## src/hw/fm_pkg.sv

```systemverilog
// Package for the monitor fault status bank: offsets, bit positions and resets.
// Assumes an 8-bit register address space reached through the serial port engine.
package fm_pkg;
	// ************************************************************
	// Register offsets
	// ************************************************************
	localparam logic [7:0] FM_ADDR_STATUS_PRI = 8'h41;
	localparam logic [7:0] FM_ADDR_STATUS_SEC = 8'h42;
	localparam logic [7:0] FM_ADDR_VOLT_ID = 8'h43;

	// ************************************************************
	// Reset values
	// ************************************************************
	localparam logic [7:0] FM_RST_STATUS_PRI = 8'h00;
	localparam logic [7:0] FM_RST_STATUS_SEC = 8'h00;
	localparam logic [7:0] FM_RST_VOLT_ID = 8'h00;
	localparam logic [7:0] FM_RST_RDATA = 8'h00;

	// ************************************************************
	// Primary status bit positions
	// ************************************************************
	localparam int FM_PRI_V2P5 = 0;
	localparam int FM_PRI_VCORE = 1;
	localparam int FM_PRI_V3P3 = 2;
	localparam int FM_PRI_V5 = 3;
	localparam int FM_PRI_ZONE1 = 4;
	localparam int FM_PRI_ZONE2 = 5;
	localparam int FM_PRI_ZONE3 = 6;
	localparam int FM_PRI_SUMMARY = 7;

	// ************************************************************
	// Secondary status bit positions
	// ************************************************************
	localparam int FM_SEC_V12 = 0;
	localparam int FM_SEC_RES = 1;
	localparam int FM_SEC_FAN_LSB = 2;
	localparam int FM_SEC_DIODE_A = 6;
	localparam int FM_SEC_DIODE_B = 7;

	// ************************************************************
	// Field widths and special values
	// ************************************************************
	localparam int FM_NUM_SUPPLY = 5;
	localparam int FM_NUM_ZONE = 3;
	localparam int FM_NUM_FAN = 4;
	localparam int FM_VID_W = 5;
	localparam int FM_VOLT_W = 8;
	localparam int FM_TEMP_W = 10;
	localparam int FM_TACH_W = 16;
	localparam int FM_DUTY_W = 8;
	localparam logic [15:0] FM_TACH_NO_LIMIT = 16'hFFFF;
	localparam logic [7:0] FM_DUTY_OFF = 8'h00;

	// Supply index order inside the packed reading vectors
	localparam int FM_SUP_V2P5 = 0;
	localparam int FM_SUP_VCORE = 1;
	localparam int FM_SUP_V3P3 = 2;
	localparam int FM_SUP_V5 = 3;
	localparam int FM_SUP_V12 = 4;
endpackage

```

## src/hw/fm_fault_bank.sv

```systemverilog
// Sticky fault status bank with clear-on-read and voltage-identification register.
// Assumes the serial port engine gives one-cycle read and write strobes with an address,
// and that all measurement results and limits arrive synchronous to i_ref_clk.
`timescale 1ns/1ns
// What this block does
// Supply faults when reading <= low or > high
// Primary status register layout, reset zero
// Secondary status register layout, reset zero
// Status bits stay set until read
// Read clears bits whose fault disappeared
// Host writes to these registers ignored
// Independent faults each set own bit
// Primary bit 7 summarizes secondary register
// Zone one from first diode or fault
// Zone two from on-die temperature window
// Zone three from second diode window
// Fan stall when tach exceeds minimum
// First diode open sets bits 6, 4
// Second diode open sets bits 7, 6
// Twelve volt window fault bit
// Read-only register shows five identification pins
// No stall when duty zero or disabled
// All-ones minimum suppresses stall except timeout
// Set wins over same-cycle clear
// Host polls status, uses identification value
module fm_fault_bank
	import fm_pkg::*;
#(
	parameter int VOLT_W = FM_VOLT_W,
	parameter int TEMP_W = FM_TEMP_W,
	parameter int TACH_W = FM_TACH_W
) (
	// Clock and reset
	input wire logic i_ref_clk,
	input wire logic i_rst_n,
	// Register port from the serial engine
	input wire logic [7:0] i_reg_addr,
	input wire logic i_reg_rd,
	input wire logic i_reg_wr,
	input wire logic [7:0] i_reg_wdata,
	output logic [7:0] o_reg_rdata,
	output logic o_reg_hit,
	// Supply readings and limits, index order 2.5V, core, 3.3V, 5V, 12V
	input wire logic [FM_NUM_SUPPLY*VOLT_W-1:0] i_supply_reading,
	input wire logic [FM_NUM_SUPPLY*VOLT_W-1:0] i_supply_low_limit,
	input wire logic [FM_NUM_SUPPLY*VOLT_W-1:0] i_supply_high_limit,
	// Zone temperatures and limits, index order zone 1, 2, 3
	input wire logic [FM_NUM_ZONE*TEMP_W-1:0] i_zone_temp,
	input wire logic [FM_NUM_ZONE*TEMP_W-1:0] i_zone_low_limit,
	input wire logic [FM_NUM_ZONE*TEMP_W-1:0] i_zone_high_limit,
	// Remote diode faults
	input wire logic i_remote_diode_a_open,
	input wire logic i_remote_diode_a_short,
	input wire logic i_remote_diode_b_open,
	// Fan tachometer results and control state
	input wire logic [FM_NUM_FAN*TACH_W-1:0] i_tach_period,
	input wire logic [FM_NUM_FAN*TACH_W-1:0] i_tach_min_count,
	input wire logic [FM_NUM_FAN*FM_DUTY_W-1:0] i_fan_duty,
	input wire logic [FM_NUM_FAN-1:0] i_fan_enable,
	input wire logic [FM_NUM_FAN-1:0] i_tach_timeout,
	// Voltage identification pins
	input wire logic [FM_VID_W-1:0] i_volt_ident_pin,
	// Status view
	output logic [7:0] o_fault_status_primary,
	output logic [7:0] o_fault_status_secondary
);
	// ************************************************************
	// Live fault conditions
	// ************************************************************
	logic [FM_NUM_SUPPLY-1:0] supply_fault;
	logic [FM_NUM_ZONE-1:0] zone_window_fault;
	logic [FM_NUM_FAN-1:0] fan_stall_cond;
	logic zone_one_fault;
	logic zone_two_fault;
	logic zone_three_fault;
	logic remote_diode_a_open;
	logic remote_diode_b_open;

	genvar gi;
	generate
		for (gi = 0; gi < FM_NUM_SUPPLY; gi++)
		begin : g_supply
			fm_limit_cmp #(
				.WIDTH(VOLT_W),
				.SIGNED_CMP(1'b0)
			) u_cmp (
				.i_reading(i_supply_reading[gi*VOLT_W +: VOLT_W]),
				.i_low_limit(i_supply_low_limit[gi*VOLT_W +: VOLT_W]),
				.i_high_limit(i_supply_high_limit[gi*VOLT_W +: VOLT_W]),
				.o_out_of_window(supply_fault[gi])
			);
		end
		// Temperatures are two's complement
		for (gi = 0; gi < FM_NUM_ZONE; gi++)
		begin : g_zone
			fm_limit_cmp #(
				.WIDTH(TEMP_W),
				.SIGNED_CMP(1'b1)
			) u_cmp (
				.i_reading(i_zone_temp[gi*TEMP_W +: TEMP_W]),
				.i_low_limit(i_zone_low_limit[gi*TEMP_W +: TEMP_W]),
				.i_high_limit(i_zone_high_limit[gi*TEMP_W +: TEMP_W]),
				.o_out_of_window(zone_window_fault[gi])
			);
		end
		for (gi = 0; gi < FM_NUM_FAN; gi++)
		begin : g_fan
			logic [TACH_W-1:0] period;
			logic [TACH_W-1:0] min_count;
			logic fan_active;
			logic no_limit;
			assign period = i_tach_period[gi*TACH_W +: TACH_W];
			assign min_count = i_tach_min_count[gi*TACH_W +: TACH_W];
			// Stopped or disabled fans never report a stall
			assign fan_active = i_fan_enable[gi]
				& (i_fan_duty[gi*FM_DUTY_W +: FM_DUTY_W] != FM_DUTY_OFF);
			assign no_limit = (min_count == FM_TACH_NO_LIMIT[TACH_W-1:0]);
			assign fan_stall_cond[gi] = fan_active
				& (((period > min_count) & ~no_limit) | i_tach_timeout[gi]);
		end
	endgenerate

	assign remote_diode_a_open = i_remote_diode_a_open;
	assign remote_diode_b_open = i_remote_diode_b_open;
	// Diode faults fold into their zone bits
	assign zone_one_fault = zone_window_fault[0] | remote_diode_a_open
		| i_remote_diode_a_short;
	assign zone_two_fault = zone_window_fault[1];
	assign zone_three_fault = zone_window_fault[2] | remote_diode_b_open;

	// ************************************************************
	// Condition vectors in register layout
	// ************************************************************
	logic [6:0] pri_cond;
	logic [7:0] sec_cond;

	assign pri_cond[FM_PRI_V2P5] = supply_fault[FM_SUP_V2P5];
	assign pri_cond[FM_PRI_VCORE] = supply_fault[FM_SUP_VCORE];
	assign pri_cond[FM_PRI_V3P3] = supply_fault[FM_SUP_V3P3];
	assign pri_cond[FM_PRI_V5] = supply_fault[FM_SUP_V5];
	assign pri_cond[FM_PRI_ZONE1] = zone_one_fault;
	assign pri_cond[FM_PRI_ZONE2] = zone_two_fault;
	assign pri_cond[FM_PRI_ZONE3] = zone_three_fault;

	assign sec_cond[FM_SEC_V12] = supply_fault[FM_SUP_V12];
	assign sec_cond[FM_SEC_RES] = 1'b0;
	assign sec_cond[FM_SEC_FAN_LSB +: FM_NUM_FAN] = fan_stall_cond;
	assign sec_cond[FM_SEC_DIODE_A] = remote_diode_a_open;
	assign sec_cond[FM_SEC_DIODE_B] = remote_diode_b_open;

	// ************************************************************
	// Register decode
	// ************************************************************
	logic sel_pri;
	logic sel_sec;
	logic sel_vid;
	logic rd_pri;
	logic rd_sec;

	assign sel_pri = (i_reg_addr == FM_ADDR_STATUS_PRI);
	assign sel_sec = (i_reg_addr == FM_ADDR_STATUS_SEC);
	assign sel_vid = (i_reg_addr == FM_ADDR_VOLT_ID);
	assign rd_pri = i_reg_rd & sel_pri;
	assign rd_sec = i_reg_rd & sel_sec;
	// Writes are decoded only to report a hit; no storage listens to them
	assign o_reg_hit = (i_reg_rd | i_reg_wr) & (sel_pri | sel_sec | sel_vid);

	// ************************************************************
	// Sticky status storage
	// ************************************************************
	logic [6:0] pri_q;
	logic [6:0] pri_d;
	logic [7:0] sec_q;
	logic [7:0] sec_d;
	logic summary;

	// Read returns the old value; the clear lands on the same edge,
	// but any live condition sets again so no event is lost
	assign pri_d = pri_cond | (pri_q & ~{7{rd_pri}});
	assign sec_d = sec_cond | (sec_q & ~{8{rd_sec}});

	always_ff @(posedge i_ref_clk or negedge i_rst_n)
	begin
		if (!i_rst_n)
		begin
			pri_q <= FM_RST_STATUS_PRI[6:0];
			sec_q <= FM_RST_STATUS_SEC;
		end
		else
		begin
			pri_q <= pri_d;
			sec_q <= sec_d;
		end
	end

	// Summary tracks the stored secondary bits, so it clears with them
	assign summary = |sec_q;

	// ************************************************************
	// Voltage identification capture
	// ************************************************************
	logic [FM_VID_W-1:0] vid_q;

	always_ff @(posedge i_ref_clk or negedge i_rst_n)
	begin
		if (!i_rst_n)
			vid_q <= FM_RST_VOLT_ID[FM_VID_W-1:0];
		else
			vid_q <= i_volt_ident_pin;
	end

	// ************************************************************
	// Read data
	// ************************************************************
	logic [7:0] pri_view;
	logic [7:0] sec_view;
	logic [7:0] vid_view;
	logic [7:0] rdata_d;
	logic [7:0] rdata_q;

	assign pri_view = {summary, pri_q};
	assign sec_view = {sec_q[7:2], 1'b0, sec_q[FM_SEC_V12]};
	assign vid_view = {{(8 - FM_VID_W){1'b0}}, vid_q};
	// Unmapped addresses read as zero
	assign rdata_d = sel_pri ? pri_view
		: sel_sec ? sec_view
		: sel_vid ? vid_view
		: 8'h00;

	always_ff @(posedge i_ref_clk or negedge i_rst_n)
	begin
		if (!i_rst_n)
			rdata_q <= FM_RST_RDATA;
		else if (i_reg_rd)
			rdata_q <= rdata_d;
	end

	assign o_reg_rdata = rdata_q;
	assign o_fault_status_primary = pri_view;
	assign o_fault_status_secondary = sec_view;

	// Write data is deliberately unused: every register here is read-only
	logic unused_wdata;
	assign unused_wdata = ^i_reg_wdata;
endmodule // fm_fault_bank

```

## src/hw/fm_limit_cmp.sv

```systemverilog
// Window comparator for one measured value against its low and high limit.
// Assumes reading and limits are stable in the same cycle; result is combinational.
`timescale 1ns/1ns
module fm_limit_cmp #(
	parameter int WIDTH = 8,
	parameter bit SIGNED_CMP = 1'b0
) (
	// Value and window
	input wire logic [WIDTH-1:0] i_reading,
	input wire logic [WIDTH-1:0] i_low_limit,
	input wire logic [WIDTH-1:0] i_high_limit,
	// Result
	output logic o_out_of_window
);
	logic at_or_below_low;
	logic above_high;

	// Low limit is inclusive, high limit is exclusive
	assign at_or_below_low = SIGNED_CMP ? ($signed(i_reading) <= $signed(i_low_limit))
		: (i_reading <= i_low_limit);
	assign above_high = SIGNED_CMP ? ($signed(i_reading) > $signed(i_high_limit))
		: (i_reading > i_high_limit);
	assign o_out_of_window = at_or_below_low | above_high;
endmodule // fm_limit_cmp

```

## config.mk

```make
export PLATFORM = sky130hd
export DESIGN_NAME = fm_fault_bank
export DESIGN_NICKNAME = d
export VERILOG_FILES = /design/src/hw/fm_pkg.sv /design/src/hw/fm_fault_bank.sv /design/src/hw/fm_limit_cmp.sv
export SDC_FILE = /design/constraint.sdc
export NUM_CORES = 1
export LEC_CHECK = 0
export ABC_AREA = 1
export BUFFER_PORTS_ARGS = -buffer_cell sky130_fd_sc_hd__clkbuf_2
export CAP_MARGIN = 20
export CORE_AREA = 10 10 158 160
export CTS_CLUSTER_SIZE = 8
export DETAILED_ROUTE_END_ITERATION = 10
export DIE_AREA = 0 0 168 170
export GPL_TIMING_DRIVEN = 0
export PLACE_DENSITY_LB_ADDON = 0.12
export SLEW_MARGIN = 30
export SYNTH_ARGS = -nofsm -noshare
export SYNTH_HDL_FRONTEND = slang
export SYNTH_SLANG_ARGS = --single-unit
```

## constraint.sdc

```tcl
create_clock -name i_ref_clk -period 0.91 [get_ports i_ref_clk]
set_input_delay 0.0455 -clock i_ref_clk [delete_from_list [all_inputs] [get_ports i_ref_clk]]
set_output_delay 0.0455 -clock i_ref_clk [all_outputs]
set_load 0.01 [all_outputs]
```

# == After elaboration in Yosys (flattened, before gate mapping) ==
# Index checks and enable logic that the tools add are counted.
# op_classes
n_mux,3
eq_ne,7
bitwise_logic,43
reduce_logical,5
n_lt_le_gt_ge,20
# ops
operator,count
$eq 16x16->1 const B,4
$gt 16x16->1,4
$gt 8x8->1,5
$le 8x8->1,5
$reduce_bool 8->1,4
$gt 10x10->1,3
$le 10x10->1,3
$eq 8x7->1 const B,3
$or 1x1->1,18
$mux 8,2
$and 1x1->1,15
$and 8x8->8,1
$not 8->8,1
$or 8x8->8,1
$reduce_or 8->1,1
$and 7x7->7,1
$not 7->7,1
$or 7x7->7,1
$mux 5,1
$not 1->1,4
# totals
word_cells,82
reg_bits,28
input_bits,406

# == Logic depth before layout (Yosys ltp) ==
# Gate-level depths: netlist of run 1.
# depth
ltp_word,6
mapped_depth,15

# == Cells and area by module ==
# Synthesis of run 1 repeated with hierarchy kept, for this count alone.
# hier_totals
hier_cells,1172
area_unflattened_um2,7322.0
# modules_own_cells
mod,instances,cells_per_inst,area_per_inst_um2,seq_area_each_um2
fm_fault_bank,1,490,3280.6,700.7
fm_limit_cmp (g_supply[0].u_cmp ...),5,71,429.2,0.0
fm_limit_cmp (g_zone[0].u_cmp ...),3,109,631.9,0.0

# == Worst setup path after synthesis of run 1 ==
# No wires, ideal clock.
# synth_path
path_kind,in2reg
start,in i_zone_low_limit[15]
end,reg pri_q[5]
arrival_ns,0.977
stages,11
t_required_ns,0.789
setup_slack_ns,-0.188
setup_ns,0.121
path_buffers,0
cell_sequence,inv_1 > ha_1 > nand2_1 > nor2_1 > nand2_1 > nand3_1 > nand2_1 > nand4_1 > nand2_1 > a21oi_1 > nand2_1
# synth_via
elab_chain_len,3
# synth_rtl
item,line,rtl
"start, declared",fm_fault_bank.sv:49,"input wire logic [FM_NUM_ZONE*TEMP_W-1:0] i_zone_low_limit,"
$le 10x10->1,fm_limit_cmp.sv:19,assign at_or_below_low = SIGNED_CMP ? ($signed(i_reading) <= $signed(i_low_limit))
$or 1x1->1,fm_limit_cmp.sv:23,assign o_out_of_window = at_or_below_low | above_high;
$or 7x7->7,fm_fault_bank.sv:179,assign pri_d = pri_cond | (pri_q & ~{7{rd_pri}});
net pri_d[5],fm_fault_bank.sv:172,logic [6:0] pri_d;
"end signal, assigned",fm_fault_bank.sv:186,pri_q <= FM_RST_STATUS_PRI[6:0];
"end signal, assigned",fm_fault_bank.sv:191,pri_q <= pri_d;
"end, declared",fm_fault_bank.sv:171,logic [6:0] pri_q;
# The timed path passes the listed nets, and every way through them passes these cells.
# A chain may end at the register's enable or synchronous reset.

# == Worst setup path after layout of run 1 ==
# layout_path
start,reg sec_q[3]
end,out o_fault_status_primary[7]
# layout_via
elab_chain_len,1
# layout_rtl
item,line,rtl
"start, declared",fm_fault_bank.sv:173,logic [7:0] sec_q;
"start signal, assigned",fm_fault_bank.sv:187,sec_q <= FM_RST_STATUS_SEC;
"start signal, assigned",fm_fault_bank.sv:192,sec_q <= sec_d;
$reduce_or 8->1,fm_fault_bank.sv:197,assign summary = |sec_q;
"end, declared",fm_fault_bank.sv:64,"output logic [7:0] o_fault_status_primary,"
# Every way passes these cells.

==> load_flow_metrics.sql, run 1 <==
INSERT INTO impl_metrics (metric_group, metric, value, unit) VALUES
('outcome', 'status', 'finished, violations left', ''),
('outcome', 'violations_in_the_final_reports', 'hold timing, setup timing', ''),
('layout', 'antenna-diode-count', '0', ''),
('yosys', 'postSynthRegisterBits', '28', ''),
('floorplan', 'full_die_area', '28600', 'µm²'),
('route', 'detail_route.wl_per_cell', '15.5', 'µm'),
('flow_run', 'drv_cap', '0', ''),
('route', 'dr.pass1.iters', '4', ''),
('floorplan', 'die_x', '168', 'µm'),
('setup_path', 'critical_path_peak_fanout', '2', ''),
('placed_design', 'placement.io_buffers', '421', ''),
('setup_path', 'worst-setup-path-type', 'flip-flop to output port', ''),
('grt', 'gr-usage-all-layers', '17.6', '%'),
('setup_path', 'crit_path_start_kind', 'flip-flop', ''),
('yosys', 'synth.distinct_cells', '31', ''),
('clocking', 'cts_hold_buf', '6', ''),
('yosys', 'sequential_element_share_of_the_synthesized_area', '10.3', '%'),
('yosys', 'number_of_instances_in_the_synthesized_netlist', '1035', ''),
('clocking', 'root_buffer', 'clkbuf_16', ''),
('layout', 'postLayoutCoreUtil', '52.9', '%'),
('setup_path', 'end_kind', 'output port', ''),
('timing', 'maximum_clock_skew_at_final_layout', '0.00441', 'ns'),
('timing', 'timing.hold.ws', '-0.164', 'ns'),
('clocking', 'clock_path_buffers', '2', ''),
('setup_path', 'critPathArrivalTime', '1.34', 'ns'),
('yosys', 'yosys_warnings', '0', ''),
('layout', 'design_area', '11500', 'µm²'),
('timing', 'actual_slew_at_the_worst_max_slew_pin', '0.741', 'ns'),
('clocking', 'clkSinkCount', '28', ''),
('clocking', 'cts_htree_levels', '1', ''),
('grt', 'grt_start_max_net_pins', '29', ''),
('layout', 'drive_gt1_share', '48.6', '%'),
('clocking', 'worstSkewPairLatency', '0.26', 'ns'),
('yosys', 'synth_top_cells_by_area', 'ha_1 (37%), inv_1 (15%), nand2_1 (11%), dfrtp_1 (10%), a21oi_1 (6.2%)', ''),
('timing', 'final-hold-violation-count', '28', ''),
('route', 'drt.antenna.violating_nets', '0', ''),
('yosys', 'syn_area', '6810', 'µm²'),
('placed_design', 'place_inst', '1736', ''),
('floorplan', 'pin_count', '431', ''),
('yosys', 'synth.top_cell.area_share', '37.5', '%'),
('timing', 'grt_setup_unrepaired', 'yes', ''),
('layout', 'leading_cell_types_in_the_layout_fill_and_taps_excluded', 'clkbuf_2 (377), inv_1 (193), nand2_1 (159)', ''),
('yosys', 'synth_fp_nets', '1645', ''),
('timing', 'finalSetupViolCount', '23', ''),
('layout', 'fin_nets', '2094', ''),
('floorplan', 'fp.coreArea', '21700', 'µm²'),
('hold_path', 'min_path_type', 'input pin to async pin', ''),
('route', 'routed-via-count', '8019', ''),
('timing', 'slew-limit-headroom', '50.6', '%'),
('grt', 'grt_pass1_vias', '8486', ''),
('power', 'leakagePower', '0.00632', 'µW'),
('layout', 'layout_commonest_cell', 'clkbuf_2', ''),
('timing', 'setup_tns', '-2.60', 'ns'),
('route', 'drtIter0Drc', '222', ''),
('route', 'route.detailed.vias_per_inst', '4.55', ''),
('yosys', 'syn-mean-instance-area', '6.58', 'µm²'),
('grt', 'remaining_overflow_grt', '0', ''),
('placed_design', 'gpl.final_weighted_congestion', '0.844', ''),
('yosys', 'number_of_flops_mapped_to_enable_cells_by_yosys', '0', ''),
('timing', 'timing.final.crit_share', '153', '%'),
('floorplan', 'die_h', '170', 'µm'),
('grt', 'grt_antenna_before_repair', '0', ''),
('grt', 'first_pass_grt_wire_length', '41.6', 'mm'),
('floorplan', 'fp-row-count', '54', ''),
('layout', 'syn2layout_area_growth', '68.5', '%'),
('placed_design', 'detailed_place_hpwl', '25.0', 'mm'),
('placed_design', 'place_ws', '-0.486', 'ns'),
('timing', 'finalWorstPathRequiredPeriod', '1.39', 'ns'),
('timing', 'worst_slack', '-0.480', 'ns'),
('layout', 'layout.cells.non_filler', '1763', ''),
('clocking', 'cts-buffers-inserted', '3', ''),
('yosys', 'synthFlopType', 'dfrtp_1', ''),
('setup_path', 'worstPathRequired', '0.86', 'ns'),
('timing', 'drv_slew', '0', ''),
('yosys', 'ys_async_sr_fraction', '100', '%'),
('power', 'power-per-cell-area', '591', 'nW/µm²'),
('route', 'finalWirelength', '27.4', 'mm'),
('route', 'drt_drc_violations_left', '0', ''),
('power', 'vdd_drop_max', '0.629', 'mV'),
('timing', 'max_freq', '719', 'MHz'),
('yosys', 'synth_area_leader_cell', 'ha_1', ''),
('clocking', 'clk_transition_reported_paths', '0.07', 'ns'),
('floorplan', 'initial_core_util', '31.4', '%'),
('clocking', 'tritoncts', 'yes', ''),
('placed_design', 'total_cell_area_at_the_placement_stage', '10200', 'µm²');
## stage by stage
step                      hold slack (ns)  total power [µW]
final                              -0.164              6780
after global routing               -0.103              7500
after CTS                          -0.135              6620
after detailed placement            0.151              4970
after global placement              0.146              4900
after floorplan                    -0.250              3370
## flip-flops by register name (all words and copies together) (netlist names)
signal       cells
o_reg_rdata      8
sec_q            8
pri_q            7
vid_q            5
## kinds of logic (layout without fill, tap and decap cells)
group | Yosys count | after routing | synth area share (%)
AND/OR/NAND/NOR | 364 | 364 | 23.1
buffers and inverters | 280 | 728 | 15.9
adder cells (fa/ha/maj) | 204 | 204 | 37.5
AO/OA/AOI/OAI | 158 | 158 | 13.2
flip-flops | 28 | 28 | 10.3
other | 1 | 1 | 0.0551
## metal layers
metal,vias up,GRT usage (%),part of all wire (%)
met2,242,33.8,52
met1,3503,18.8,38
met3,8,5.74,9.1
met5,-,0,0
li1,4266,-,-
met4,0,2.16,0.66
## timing repair
action / 4_1_cts / 5_1_grt
pin swaps: 60 / 68
buffers inserted: 11 / 6
endpoints found under the hold margin: 34 / 28
setup endpoints to repair: 23 / 31
gates resized for setup: 90 / 144
## power by group
part | switching, µW | leakage [µW] | internal, µW
combinational | 2100 | 0.00597 | 2110
clock | 434 | 0.0000511 | 876
sequential | 6.56 | 0.000305 | 1260
total | 2540 | 0.00632 | 4250
## worst max-delay path: stages (launching register included)
cell and delay [ns]:
dfrtp_2 0.43, nor4_2 0.27, nand2_1 0.11, buf_4 0.14
clkbuf_2 0.13
## layout make-up
type	count	area [µm²]
fill	2195	10200
multi-input combinational	727	6460
timing repair buffer	444	2620
inverter	270	1140
sequential	28	707
tap	280	350
buffer	10	91.3
clock buffer	3	75.1
clock inverter	1	30.0
## worst paths after layout
check | slack [ns] | endpoint | cells past startpoint | from
max in group asynchronous | 0.55 | pri_q[4]$_DFF_PN0_ | 1 | i_rst_n
setup reg to reg | -0.30 | o_reg_rdata[7]$_DFFE_PN0P_ | 5 | sec_q[3]$_DFF_PN0_
hold reg to reg | 0.49 | sec_q[1]$_DFF_PN0_ | 2 | sec_q[1]$_DFF_PN0_
min in group i_ref_clk | 0.06 | sec_q[6]$_DFF_PN0_ | 2 | i_remote_diode_a_open
setup / recovery | -0.48 | o_fault_status_primary[7] | 4 | sec_q[3]$_DFF_PN0_
hold / removal | -0.16 | pri_q[2]$_DFF_PN0_ | 1 | i_rst_n
## cell usage after synthesis, types with 2 or more instances
| cell | count |
|---|---|
| a211oi_1 | 6 |
| a21boi_0 | 4 |
| a21o_1 | 4 |
| a21oi_1 | 85 |
| a31oi_1 | 2 |
| a32oi_1 | 3 |
| buf_4 | 9 |
| dfrtp_1 | 28 |
| ha_1 | 204 |
| inv_1 | 270 |
| nand2_1 | 195 |
| nand3_1 | 28 |
| nand3_2 | 2 |
| nand4_1 | 36 |
| nor2_1 | 82 |
| nor2_4 | 3 |
| nor3_1 | 4 |
| nor4_1 | 10 |
| o211ai_1 | 10 |
| o21a_1 | 5 |
| o21ai_0 | 25 |
| o21ai_1 | 8 |
| o21bai_1 | 2 |
| o311ai_1 | 3 |
Power figures use the tool's default switching activity.
==> run 2: changes to the inputs <==
- ABC_AREA: 1 -> unset
- CAP_MARGIN: 20 -> unset
- CORE_AREA: 10 10 158 160 -> 10 10 160 162
- DIE_AREA: 0 0 168 170 -> 0 0 170 172
- MAX_ROUTING_LAYER: unset -> met4
==> run 2 against run 1 <==
  * The run still ends with hold timing, setup timing left
  * Final cell count shrank 10%
  * Routed wire length increased by 4.2%
  * Hold slack improved by 0.018 ns
  * Cell area is 5.5% lower
  * Area after synthesis fell by 3.7%
  * First-iteration DRC count is 40% higher
  * Synthesized cell count shrank 19%
  * Sequential share of layout area increased by 0.43 points
  * Total power fell by 3.9%
  * Sequential power about the same
  * Die area up 2.4%
  * Flip-flop and latch count unchanged
  * Critical path type unchanged
  * Largest cell class unchanged
==> load_flow_metrics.sql, run 2 <==
INSERT INTO impl_metrics (metric_group, metric, value, unit) VALUES
('grt', 'grt.met1_usage', '21.7', '%'),
('clocking', 'root_buffer', 'clkbuf_16', ''),
('timing', 'worst_slack', '-0.459', 'ns'),
('yosys', 'synth_compound_area_share', '20.1', '%'),
('grt', 'globalRoute.busiestLayer', 'met2', ''),
('yosys', 'synth_simple_gate_area_share', '15.9', '%'),
('layout', 'layout_commonest_cell', 'clkbuf_2', ''),
('route', 'routed-via-count', '7624', ''),
('grt', 'grt_antenna_before_repair', '1', ''),
('flow_run', 'drv_cap', '0', ''),
('setup_path', 'regToRegSetupSlack', '-0.29', 'ns'),
('layout', 'postLayoutCoreUtil', '48.5', '%'),
('floorplan', 'full_die_area', '29200', 'µm²'),
('yosys', 'synthXorXnorAreaFrac', '0', '%'),
('yosys', 'synth_top_cells_by_area', 'ha_1 (39%), inv_1 (12%), dfrtp_1 (11%), nand4_1 (5.4%), a21oi_1 (4.0%)', ''),
('power', 'power-per-cell-area', '601', 'nW/µm²'),
('timing', 'drv_slew', '0', ''),
('placed_design', 'gpl.final_weighted_congestion', '0.893', ''),
('power', 'leakagePower', '0.00590', 'µW'),
('setup_path', 'critPathMaxStageDelay', '0.44', 'ns'),
('setup_path', 'crit_path_start_kind', 'flip-flop', ''),
('timing', 'actual_slew_at_the_worst_max_slew_pin', '0.799', 'ns'),
('grt', 'grt_pass1_vias', '8263', ''),
('yosys', 'synth_area_leader_cell', 'ha_1', ''),
('placed_design', 'total_cell_area_at_the_placement_stage', '9710', 'µm²'),
('route', 'dr.pass1.iters', '4', ''),
('power', 'vdd_drop_max', '0.970', 'mV'),
('yosys', 'synth_fp_nets', '1451', ''),
('layout', 'syn2layout_area_growth', '65.3', '%'),
('setup_path', 'end_kind', 'output port', ''),
('floorplan', 'fp-row-count', '55', ''),
('yosys', 'synthFlopType', 'dfrtp_1', ''),
('clocking', 'cts-buffers-inserted', '3', ''),
('clocking', 'clkSinkCount', '28', ''),
('clocking', 'clk_transition_reported_paths', '0.08', 'ns'),
('grt', 'first_pass_grt_wire_length', '43.3', 'mm'),
('yosys', 'number_of_flops_mapped_to_enable_cells_by_yosys', '0', ''),
('route', 'drt.antenna.violating_nets', '0', ''),
('yosys', 'synth.distinct_cells', '52', ''),
('yosys', 'synth.top_cell.area_share', '38.9', '%'),
('grt', 'global_route.usage.met2', '33.6', '%'),
('setup_path', 'critical_path_peak_fanout', '4', ''),
('setup_path', 'timing.critical_path.slowest_stage_cell', 'dfrtp_2', ''),
('yosys', 'syn_area', '6560', 'µm²'),
('yosys', 'ys_async_sr_fraction', '100', '%'),
('timing', 'timing.final.crit_share', '150', '%'),
('route', 'finalWirelength', '28.6', 'mm'),
('setup_path', 'critPathArrivalTime', '1.32', 'ns'),
('yosys', 'syn-mean-instance-area', '7.80', 'µm²'),
('floorplan', 'fp.coreArea', '22400', 'µm²'),
('layout', 'fillCellCount', '2251', ''),
('grt', 'remaining_overflow_grt', '0', ''),
('setup_path', 'crit_path_cell_trace', 'nor4_2 -> nand2_1 -> buf_6 -> buf_8', ''),
('route', 'detail_route.wl_per_cell', '18.0', 'µm'),
('clocking', 'cts_htree_levels', '1', ''),
('grt', 'grt_start_max_net_pins', '29', ''),
('setup_path', 'worstPathRequired', '0.86', 'ns'),
('yosys', 'synth_top_family_by_area', 'adder cells', ''),
('placed_design', 'place_ws', '-1.02', 'ns'),
('grt', 'groute.layer.met3.usage', '4.95', '%'),
('timing', 'timing.hold.ws', '-0.146', 'ns'),
('layout', 'regArea', '714', 'µm²'),
('clocking', 'worstSkewPairLatency', '0.27', 'ns'),
('yosys', 'synth_mux_area_share', '0.610', '%'),
('layout', 'leading_cell_types_in_the_layout_fill_and_taps_excluded', 'clkbuf_2 (387), inv_1 (160), ha_1 (146)', ''),
('timing', 'max_freq', '730', 'MHz'),
('yosys', 'postSynthRegisterBits', '28', ''),
('timing', 'maximum_clock_skew_at_final_layout', '0.00482', 'ns'),
('timing', 'final-hold-violation-count', '28', ''),
('hold_path', 'min_path_type', 'input pin to async pin', ''),
('timing', 'grt_setup_unrepaired', 'yes', ''),
('route', 'drtIter0Drc', '311', ''),
('clocking', 'cts_hold_buf', '6', ''),
('placed_design', 'placement.io_buffers', '420', ''),
('yosys', 'synth_most_common_cell', 'inv_1', ''),
('clocking', 'tritoncts', 'yes', ''),
('yosys', 'sequential_element_share_of_the_synthesized_area', '10.7', '%'),
('yosys', 'yosys_warnings', '0', ''),
('grt', 'gr-usage-all-layers', '19.0', '%'),
('floorplan', 'die_h', '172', 'µm'),
('placed_design', 'place_inst', '1546', ''),
('layout', 'multi_input_comb_area', '5970', 'µm²'),
('layout', 'layout.cells.non_filler', '1587', ''),
('layout', 'drive_gt1_share', '49.6', '%'),
('route', 'route.detailed.vias_per_inst', '4.80', ''),
('layout', 'design_area', '10800', 'µm²'),
('timing', 'slew-limit-headroom', '46.7', '%'),
('timing', 'finalSetupViolCount', '33', ''),
('setup_path', 'worst-setup-path-type', 'flip-flop to output port', ''),
('timing', 'finalWorstPathRequiredPeriod', '1.37', 'ns'),
('outcome', 'violations_in_the_final_reports', 'hold timing, setup timing', ''),
('placed_design', 'detailed_place_hpwl', '25.7', 'mm'),
('yosys', 'synth_common_cells', 'inv_1 (212), ha_1 (204), nand4_1 (57)', ''),
('outcome', 'status', 'finished, violations left', ''),
('floorplan', 'die_x', '170', 'µm'),
('yosys', 'number_of_instances_in_the_synthesized_netlist', '841', ''),
('clocking', 'clock_path_buffers', '2', ''),
('floorplan', 'pin_count', '431', ''),
('layout', 'fin_nets', '1912', ''),
('route', 'drt_drc_violations_left', '0', ''),
('floorplan', 'initial_core_util', '29.3', '%'),
('yosys', 'synth-adder-area-share', '38.9', '%');
## run 2: kinds of logic after synthesis
| family | count (synthesis) |
|---|---|
| mux | 4 |
| fa+ha+maj | 204 |
| compound gates | 196 |
| simple gates | 183 |
| other cells | 1 |
| flops | 28 |
| buf+inv | 225 |
## run 2: layout make-up
type                            instances  area share (%)
Antenna cell                            1          0.0231
Sequential cell                        28            6.59
Clock buffer                            3           0.692
Buffer                                 12            1.13
Clock inverter                          1           0.277
Tap cell                              285            3.29
Inverter                              212            8.24
Multi-Input combinational cell        588            55.0
Timing Repair Buffer                  457            24.7
## run 2: where the power goes
| group | switching (µW) | internal, µW | leakage, µW | total (µW) |
|---|---|---|---|---|
| Sequential | 19.5 | 1280 | 0.000291 | 1300 |
| Combinational | 1870 | 1990 | 0.00556 | 3860 |
| Clock | 475 | 878 | 0.0000511 | 1350 |
| Total | 2360 | 4150 | 0.00590 | 6520 |
## run 2: critical path, delay by kind of cell (launching register included)
| family | cells | cell delay, ns |
|---|---|---|
| flops | 1 | 0.44 |
| simple gates | 2 | 0.37 |
| buf+inv | 2 | 0.24 |
## run 2: stage by stage
| step | power (µW) | setup TNS, ns | hold slack, ns |
|---|---|---|---|
| 2_1_floorplan | 3230 | -3.67 | -0.250 |
| 3_3_place_gp | 4830 | -14.32 | 0.155 |
| 3_5_place_dp | 4850 | -14.64 | 0.156 |
| 4_1_cts | 6460 | -6.38 | -0.116 |
| 5_1_grt | 7170 | -8.51 | -0.0796 |
| 6_report | 6520 | -6.77 | -0.146 |
## run 2: worst paths after layout
check                           cells past startpoint                       start                    endpoint
worst max-delay path                                4          sec_q[6]$_DFF_PN0_   o_fault_status_primary[7]
worst min-delay path                                1                     i_rst_n          pri_q[1]$_DFF_PN0_
max in group asynchronous                           1                     i_rst_n          sec_q[5]$_DFF_PN0_
worst min register to register                      2  o_reg_rdata[6]$_DFFE_PN0P_  o_reg_rdata[6]$_DFFE_PN0P_
worst max register to register                      4          sec_q[6]$_DFF_PN0_  o_reg_rdata[7]$_DFFE_PN0P_
min in group i_ref_clk                              2       i_remote_diode_b_open          sec_q[7]$_DFF_PN0_
## run 2: layer usage
metal  up-vias  share of wire [%]
met3        18                7.6
met2       256                 49
li1       3936                  -
met4         0                1.4
met5         -                  0
met1      3414                 42
## run 2: timing repair
action | in CTS | in global routing
pin swaps | 35 | 26
endpoints found under the setup margin | 36 | 39
endpoints found under the hold margin | 34 | 28
gates cloned | 0 | 0
buffers inserted | 23 | 10
resized for setup | 92 | 90
